$ cat config.mk
export PLATFORM = sky130hd
export DESIGN_NAME = fspc_ctrl
export DESIGN_NICKNAME = d
export VERILOG_FILES = /design/src/core/fspc_pkg.sv /design/src/core/fspc_baud_meas.sv /design/src/core/fspc_ctrl.sv
export SDC_FILE = /design/constraint.sdc
export NUM_CORES = 1
export LEC_CHECK = 0
export BUFFER_PORTS_ARGS = -buffer_cell sky130_fd_sc_hd__buf_2
export CORE_ASPECT_RATIO = 1.25
export CORE_MARGIN = 5
export CORE_UTILIZATION = 58
export CTS_BUF_LIST = sky130_fd_sc_hd__clkbuf_2 sky130_fd_sc_hd__clkbuf_4 sky130_fd_sc_hd__clkbuf_8
export DETAILED_ROUTE_END_ITERATION = 16
export GPL_TIMING_DRIVEN = 0
export PLACE_DENSITY = 0.83
export REMOVE_ABC_BUFFERS = 1
export SETUP_SLACK_MARGIN = 0.2
export SLEW_MARGIN = 20
export SYNTH_ARGS = -nofsm -noshare
export SYNTH_HDL_FRONTEND = slang
export SYNTH_SLANG_ARGS = --single-unit
$ cat constraint.sdc
create_clock -name pclk -period 2.64 [get_ports pclk]
set_input_delay 0.396 -clock pclk [delete_from_list [all_inputs] [get_ports pclk]]
set_output_delay 0.396 -clock pclk [all_outputs]
set_load 0.01 [all_outputs]
$ cat src/core/fspc_pkg.sv
// Purpose: shared constants and types for the flash self-program control block
// Assumes: apb slave with 32-bit data, one aligned word per register
// Notes: offsets are byte addresses
package fspc_pkg;
    // ****************************************
    // register offsets
    // ****************************************
    localparam logic [7:0] off_mem_size = 8'h00;
    localparam logic [7:0] off_xram_size = 8'h04;
    localparam logic [7:0] off_prog_ctrl = 8'h08;
    localparam logic [7:0] off_fw_addr = 8'h0c;
    localparam logic [7:0] off_command = 8'h10;
    localparam logic [7:0] off_status = 8'h14;
    localparam logic [7:0] off_baud = 8'h18;

    // ****************************************
    // reset values and field positions
    // ****************************************
    localparam logic [7:0] rst_mem_size = 8'hcf;
    localparam logic [7:0] rst_xram_size = 8'h0c;
    localparam logic rst_write_inhibit = 1'b1;
    localparam int pos_mode_low = 0;
    localparam int pos_addr_source = 1;
    localparam int pos_write_inhibit = 2;
    localparam int pos_cmd_write = 0;
    localparam int pos_cmd_erase = 1;

    // ****************************************
    // timing: one byte of 0x00 is low for start plus eight data bits
    // ****************************************
    localparam int low_bit_times = 9;

    // status word fields
    typedef struct packed {
        logic baud_valid;
        logic onboard_mode;
        logic start_refused;
        logic busy;
        logic addr_from_fw;
    } fspc_status_t;
endpackage

$ cat src/core/fspc_baud_meas.sv
// Purpose: measures the reset command on the serial line to derive bit length
// Assumes: rxd synchronous to pclk, idle high; reset command byte is all zeros
// Notes: bit length = low time / 9, found by repeated subtraction
`timescale 1ns/1ns
module fspc_baud_meas #(
    parameter int cnt_w = 20
) (
    // clock, reset, enable
    input wire logic pclk,
    input wire logic presetn,
    input wire logic clk_en,
    // control
    input wire logic arm,
    input wire logic rxd,
    // result
    output logic [cnt_w-1:0] bit_cycles,
    output logic valid
);
    typedef enum logic [4:0] {
        st_idle = 5'b00001,
        st_wait_low = 5'b00010,
        st_measure = 5'b00100,
        st_divide = 5'b01000,
        st_done = 5'b10000
    } fspc_meas_state_t;

    localparam logic [cnt_w-1:0] div_step = cnt_w'(fspc_pkg::low_bit_times);

    fspc_meas_state_t state, next_state;
    logic [cnt_w-1:0] width, next_width;
    logic [cnt_w-1:0] quot, next_quot;

    // ****************************************
    // next-state logic
    // ****************************************
    always_comb begin
        next_state = state;
        next_width = width;
        next_quot = quot;
        case (state)
            st_idle: begin
                if (arm) begin
                    next_state = st_wait_low;
                end
            end
            st_wait_low: begin
                next_width = '0;
                if (!rxd) begin
                    next_state = st_measure;
                    next_width = cnt_w'(1);
                end
            end
            st_measure: begin
                if (rxd) begin
                    next_state = st_divide;
                    next_quot = '0;
                end else if (width != '1) begin
                    next_width = width + cnt_w'(1); // saturate on a stuck-low line
                end
            end
            st_divide: begin
                // serial divide keeps the area small; takes width/9 + 1 cycles
                if (width >= div_step) begin
                    next_width = width - div_step;
                    next_quot = quot + cnt_w'(1);
                end else begin
                    next_state = st_done;
                end
            end
            st_done: begin
                next_state = st_done;
            end
            default: begin
                next_state = st_idle;
            end
        endcase
    end

    // state registers
    always_ff @(posedge pclk or negedge presetn) begin
        if (!presetn) begin
            state <= st_idle;
            width <= '0;
            quot <= '0;
            bit_cycles <= '0;
            valid <= 1'b0;
        end else if (clk_en) begin
            state <= next_state;
            width <= next_width;
            quot <= next_quot;
            bit_cycles <= (next_state == st_done) ? next_quot : bit_cycles;
            valid <= (next_state == st_done);
        end
    end
endmodule // fspc_baud_meas

$ cat src/core/fspc_ctrl.sv
// Purpose: register file and control around the on-chip flash array
// Assumes: all pins synchronous to pclk; apb master holds requests until pready
// Notes: on-board mode is latched until reset once a mode-entry pulse is seen
//
// Behaviour
// - the internal memory size register resets to cfh.
// - the expansion ram size register resets to 0ch and software then writes 0ah to it.
// - after a mode-entry pin pulse the receive bit length is measured from the reset command.
// - flash address comes from the cpu bus when the source bit is 0, else from firmware.
// - in on-board mode both self-program mode bits are ignored.
`timescale 1ns/1ns
module fspc_ctrl #(
    parameter int addr_w = 17,
    parameter int baud_w = 20
) (
    // clock, reset, enable
    input wire logic pclk,
    input wire logic presetn,
    input wire logic clk_en,
    // apb slave
    input wire logic psel,
    input wire logic penable,
    input wire logic pwrite,
    input wire logic [7:0] paddr,
    input wire logic [31:0] pwdata,
    output logic [31:0] prdata,
    output logic pready,
    output logic pslverr,
    // programming pins
    input wire logic flash_mode_entry_pin,
    input wire logic programming_serial_rxd,
    // flash array side
    input wire logic [addr_w-1:0] cpu_addr,
    input wire logic flash_op_done,
    output logic [addr_w-1:0] flash_addr,
    output logic flash_write_start,
    output logic flash_erase_start,
    output logic flash_busy,
    // mode and size selections
    output logic [7:0] internal_memory_size_select,
    output logic [7:0] expansion_ram_size_select,
    output logic onboard_mode,
    output logic [baud_w-1:0] baud_bit_cycles,
    output logic baud_valid
);
    // ****************************************
    // register state
    // ****************************************
    logic [7:0] next_mem_size, next_xram_size;
    logic self_program_mode_low, next_mode_low;
    logic self_program_address_source, next_addr_source;
    logic flash_write_inhibit, next_write_inhibit;
    logic [addr_w-1:0] fw_addr, next_fw_addr;
    logic start_refused, next_start_refused;
    logic next_busy, next_write_start, next_erase_start;
    logic next_onboard, entry_seen, next_entry_seen;
    logic [addr_w-1:0] next_flash_addr;
    logic [31:0] next_prdata;
    logic next_pready, next_pslverr;
    logic acc, wr, rd, mapped;
    logic cmd_write, cmd_erase, refuse;
    logic [baud_w-1:0] meas_cycles;
    logic meas_valid;
    fspc_pkg::fspc_status_t status;

    // ****************************************
    // apb decode
    // ****************************************
    // a request completes on the edge where pready is seen high
    assign acc = psel && penable && pready;
    assign wr = acc && pwrite;
    assign rd = psel && penable && !pready && !pwrite;
    always_comb begin
        case (paddr)
            fspc_pkg::off_mem_size, fspc_pkg::off_xram_size, fspc_pkg::off_prog_ctrl,
            fspc_pkg::off_fw_addr, fspc_pkg::off_command, fspc_pkg::off_status,
            fspc_pkg::off_baud: mapped = 1'b1;
            default: mapped = 1'b0;
        endcase
    end

    // status word seen by software
    always_comb begin
        status.baud_valid = meas_valid;
        status.onboard_mode = onboard_mode;
        status.start_refused = start_refused;
        status.busy = flash_busy;
        status.addr_from_fw = self_program_address_source && !onboard_mode;
    end

    // ****************************************
    // bus answer: one wait state, data staged with pready
    // ****************************************
    always_comb begin
        next_pready = psel && penable && !pready;
        next_pslverr = psel && penable && !pready && !mapped;
        next_prdata = prdata;
        if (rd) begin
            case (paddr)
                fspc_pkg::off_mem_size: next_prdata = {24'h000000, internal_memory_size_select};
                fspc_pkg::off_xram_size: next_prdata = {24'h000000, expansion_ram_size_select};
                fspc_pkg::off_prog_ctrl: next_prdata = {29'h00000000, flash_write_inhibit,
                    self_program_address_source, self_program_mode_low};
                fspc_pkg::off_fw_addr: next_prdata = 32'(fw_addr);
                fspc_pkg::off_status: next_prdata = 32'(status);
                fspc_pkg::off_baud: next_prdata = 32'(meas_cycles);
                default: next_prdata = 32'h00000000; // command reads as zero
            endcase
        end
    end

    always_ff @(posedge pclk or negedge presetn) begin
        if (!presetn) begin
            pready <= 1'b0;
            pslverr <= 1'b0;
            prdata <= 32'h00000000;
        end else if (clk_en) begin
            pready <= next_pready;
            pslverr <= next_pslverr;
            prdata <= next_prdata;
        end
    end

    // ****************************************
    // software registers
    // ****************************************
    always_comb begin
        next_mem_size = internal_memory_size_select;
        next_xram_size = expansion_ram_size_select;
        next_mode_low = self_program_mode_low;
        next_addr_source = self_program_address_source;
        next_write_inhibit = flash_write_inhibit;
        next_fw_addr = fw_addr;
        if (wr) begin
            case (paddr)
                fspc_pkg::off_mem_size: next_mem_size = pwdata[7:0];
                fspc_pkg::off_xram_size: next_xram_size = pwdata[7:0];
                fspc_pkg::off_prog_ctrl: begin
                    // mode bits are software's to time; no fetch guard here
                    next_mode_low = pwdata[fspc_pkg::pos_mode_low];
                    next_addr_source = pwdata[fspc_pkg::pos_addr_source];
                    next_write_inhibit = pwdata[fspc_pkg::pos_write_inhibit];
                end
                fspc_pkg::off_fw_addr: next_fw_addr = pwdata[addr_w-1:0];
                default: begin
                end
            endcase
        end
    end

    always_ff @(posedge pclk or negedge presetn) begin
        if (!presetn) begin
            internal_memory_size_select <= fspc_pkg::rst_mem_size;
            expansion_ram_size_select <= fspc_pkg::rst_xram_size;
            self_program_mode_low <= 1'b0;
            self_program_address_source <= 1'b0;
            flash_write_inhibit <= fspc_pkg::rst_write_inhibit;
            fw_addr <= '0;
        end else if (clk_en) begin
            internal_memory_size_select <= next_mem_size;
            expansion_ram_size_select <= next_xram_size;
            self_program_mode_low <= next_mode_low;
            self_program_address_source <= next_addr_source;
            flash_write_inhibit <= next_write_inhibit;
            fw_addr <= next_fw_addr;
        end
    end

    // ****************************************
    // flash operation start, busy and refusal
    // ****************************************
    assign cmd_write = wr && (paddr == fspc_pkg::off_command) &&
        pwdata[fspc_pkg::pos_cmd_write];
    assign cmd_erase = wr && (paddr == fspc_pkg::off_command) &&
        pwdata[fspc_pkg::pos_cmd_erase] && !pwdata[fspc_pkg::pos_cmd_write];
    // a start while inhibited or already busy never reaches the array
    assign refuse = (cmd_write || cmd_erase) && (flash_write_inhibit || flash_busy);
    always_comb begin
        next_write_start = cmd_write && !refuse;
        next_erase_start = cmd_erase && !refuse;
        next_busy = flash_busy;
        if (next_write_start || next_erase_start) begin
            next_busy = 1'b1;
        end else if (flash_op_done) begin
            next_busy = 1'b0;
        end
        next_start_refused = start_refused;
        // reading status clears the sticky flag; a new refusal in that cycle wins
        if (rd && (paddr == fspc_pkg::off_status)) begin
            next_start_refused = 1'b0;
        end
        if (refuse) begin
            next_start_refused = 1'b1;
        end
    end

    always_ff @(posedge pclk or negedge presetn) begin
        if (!presetn) begin
            flash_write_start <= 1'b0;
            flash_erase_start <= 1'b0;
            flash_busy <= 1'b0;
            start_refused <= 1'b0;
        end else if (clk_en) begin
            flash_write_start <= next_write_start;
            flash_erase_start <= next_erase_start;
            flash_busy <= next_busy;
            start_refused <= next_start_refused;
        end
    end

    // ****************************************
    // on-board mode entry and address source
    // ****************************************
    always_comb begin
        next_entry_seen = entry_seen || flash_mode_entry_pin;
        // a full pulse (high then low again) enters on-board mode until reset
        next_onboard = onboard_mode || (entry_seen && !flash_mode_entry_pin);
        // on-board mode takes the cpu bus whatever the mode bits say
        if (self_program_address_source && !onboard_mode) begin
            next_flash_addr = fw_addr;
        end else begin
            next_flash_addr = cpu_addr;
        end
    end

    always_ff @(posedge pclk or negedge presetn) begin
        if (!presetn) begin
            entry_seen <= 1'b0;
            onboard_mode <= 1'b0;
            flash_addr <= '0;
            baud_bit_cycles <= '0;
            baud_valid <= 1'b0;
        end else if (clk_en) begin
            entry_seen <= next_entry_seen;
            onboard_mode <= next_onboard;
            flash_addr <= next_flash_addr;
            baud_bit_cycles <= meas_cycles;
            baud_valid <= meas_valid;
        end
    end

    // ****************************************
    // receive bit length from the reset command
    // ****************************************
    fspc_baud_meas #(
        .cnt_w(baud_w)
    ) u_meas (
        .pclk(pclk),
        .presetn(presetn),
        .clk_en(clk_en),
        .arm(onboard_mode),
        .rxd(programming_serial_rxd),
        .bit_cycles(meas_cycles),
        .valid(meas_valid)
    );
endmodule // fspc_ctrl

==> metrics.txt <==
Detailed Place HPWL 13800 µm; initial antenna violation count 0; Synth area leaders dfrtp_1 (47%), mux2_2 (8.8%), a21oi_1 (3.6%); Max FO, Critical Path 9; synth-to-layout area growth 17.6%; CTS buffer count 17; # rows 49; setup ws final 0.190 ns; Port-buffer cells between 100 and 150; CTS H-Tree Depth 4; Crit path depth 6; largest net degree at the start of global routing between 90 and 100; post-synthesis sequential area ratio around half; maximum vdd drop ~780 µV; top post-synthesis cells by count dfrtp_1 (158), mux2_2 (66), a21oi_1 (60), nor2_1 (56), nand2_1 (52); LEAKAGE 0.00487 µW; CTS max path bufs 2; Cell variety after synth 69; Worst Setup SP paddr[1]; Mapped Area roughly 8400 µm²; Post-synth ARST share between 90% and 100%; CTS tree built; largest area contributor in the netlist dfrtp_1; final cycle utilization of the critical path between 90% and 100%; core area 14300 µm²; Period minus WS final around 2.4 ns; final core occ ~70%; Worst R2R Start u_meas.width[4]; Routability Congestion roughly 0.9; register area roughly 4200 µm²; Hold Startpoint flash_mode_entry_pin; Sink Count between 150 and 200; status complete, no violations; vias in the first global route roughly 6500; worst min path class input pin to flop; Initial Util between 50% and 60%; RSZ-0062 raised after global routing yes; most frequent cell after synthesis dfrtp_1; first-pass GRT wire length approximately 34000 µm; Max Slew Vio Count 0; Tightest Pin Transition about 0.84 ns; CTS Root Cell clkbuf_8; Worst Setup Start Kind input pin; slowest library cell on the worst path nor3b_2; Yosys warnings 0; dpl ws -0.573 ns; Setup crit end expansion_ram_size_select[5]; Synth top area share 46.9%; syn_area_per_cell around 11 µm²; post-route ant nets 0; via count between 6000 and 7000; area of the multi-input gates about 4100 µm²; most used flip-flop cell after synthesis dfrtp_1; Worst-Skew Late Latency approximately 0.46 ns; Clk pin slew, worst setup/hold paths ~0.08 ns; Die Wd around 120 µm; P per Cell Area 756 nW/µm²; WP data arrival 2.80 ns; CP top delay family simple AND/OR/NAND/NOR gates; area of the die between 15000 and 20000 µm²; Critical Path Max Stage Delay around 0.6 ns; Die H around 140 µm; WP data required about 3.0 ns; crit path cell chain buf_2, nor4_1, nor3b_2, and3b_1, nand2_1, mux2_2; Yosys reg bits between 150 and 200; FF-to-FF End u_meas.width[17]; reg-to-reg setup timing slack approximately 0.24 ns; final wirelength ~21000 µm; Congestion Overflow GR 0; # fillers between 1000 and 1500; EDFF count, synth 0; Fin Clk Skew 0.00838 ns; Vias/cell between 6 and 7; achievable frequency about 410 MHz; post-synthesis cell count about 800; CP Capture Type flop; Rel. slew slack 44.2%; 1st-iter DRT viols a little under 700; Ports 158; Total GRT Usage about 24%; Diodes inserted 0; DRC violations left 0; R2R depth 7; number of failing hold endpoints at the final stage 0; Final Hold Slack roughly 0.12 ns; Post-layout nets between 900 and 1000; WL/cell around 19 µm; share of layout cells above drive strength 1 34.8%; critical path type input pin to flop; Max-Cap Viols 0; drt pass-1 iters 5; Bufs and invs on worst path 1; Setup violations, final 0
==> flip-flops by register name, indices dropped and copies added (netlist names), 5 cells and up <==
signal / count
u_meas.bit_cycles: 20
expansion_ram_size_select: 8
flash_addr: 17
u_meas.quot: 20
u_meas.state: 5
prdata: 20
fw_addr: 17
internal_memory_size_select: 8
u_meas.width: 20
baud_bit_cycles: 20
==> cells by family after synthesis <==
group                    Yosys count  share of synthesized area, %
XOR/XNOR                           1                         0.104
adder cells (fa/ha/maj)            4                         0.594
AO/OA/AOI/OAI                    228                          18.3
AND/OR/NAND/NOR                  218                          13.2
other                              1                        0.0445
flip-flops                       168                          50.1
buffers and inverters             81                          4.66
multiplexers                      96                          13.0
==> layout make-up <==
cell class	count	area share [%]
flip-flops and latches	168	42.7
multi-input cells	561	41.0
repair buffers	158	9.37
clock buffers	20	2.65
well taps	178	2.25
clock inverters	12	1.43
inverters	16	0.606
==> per-stage QoR <==
step           area, µm²  setup TNS [ns]  cells  power (µW)
2_1_floorplan       8130          -36.52    743        4360
4_1_cts             9700               0   1100        7140
3_5_place_dp        9120          -18.50   1057        4960
5_1_grt             9900               0   1113        7880
3_3_place_gp        9010         -366.44   1051        4880
6_report            9900               0   1113        7490
==> per-layer routing <==
layer	part of all wire (%)	up-vias	track usage, %
li1	-	3231	-
met1	42	3423	31.8
met2	50	297	40.6
met3	6.9	30	5.52
met4	1.5	0	7.07
met5	0	-	0
==> how the worst min path moves through the flow <==
stage / to / slack, ns / depth (start not counted)
2_1_floorplan: baud_bit_cycles[0] / 0.10 / 0
3_3_place_gp: entry_seen / 0.44 / 1
3_5_place_dp: baud_valid / 0.39 / 1
4_1_cts: onboard_mode / 0.10 / 2
5_1_grt: onboard_mode / 0.11 / 2
6_report: onboard_mode / 0.12 / 2
==> cells in the final DEF (no fill, tap or decap), drive strengths merged, types with 7 or more instances in the layout <==
master	Yosys	final
clkbuf	39	20
nand3	25	25
o31ai	24	24
nand2	52	52
mux2	77	77
conb	1	12
inv	16	20
buf	26	157
a221o	9	9
o22ai	8	8
o21ai	49	50
dfstp	10	10
nor2	56	56
a31oi	18	18
dfrtp	158	158
a21oi	61	61
nor4	7	7
nor3	18	18
mux2i	19	19
a221oi	8	8
and3	24	24
==> power breakdown <==
| part | switching [µW] | internal [µW] | total [µW] |
|---|---|---|---|
| clock | 956 | 898 | 1850 |
| sequential | 335 | 2820 | 3160 |
| combinational | 1440 | 1040 | 2480 |
==> repair_timing <==
action / 4_1_cts / 5_1_grt
setup buffers: 8 / 13
gates resized for setup: 14 / 30
cloned: 2 / 0
hold endpoints to repair: 72 / 0
setup endpoints to repair: 88 / 80
pin swaps: 4 / 7
hold buffers: 1 / 0
Power figures use the tool's default switching activity.
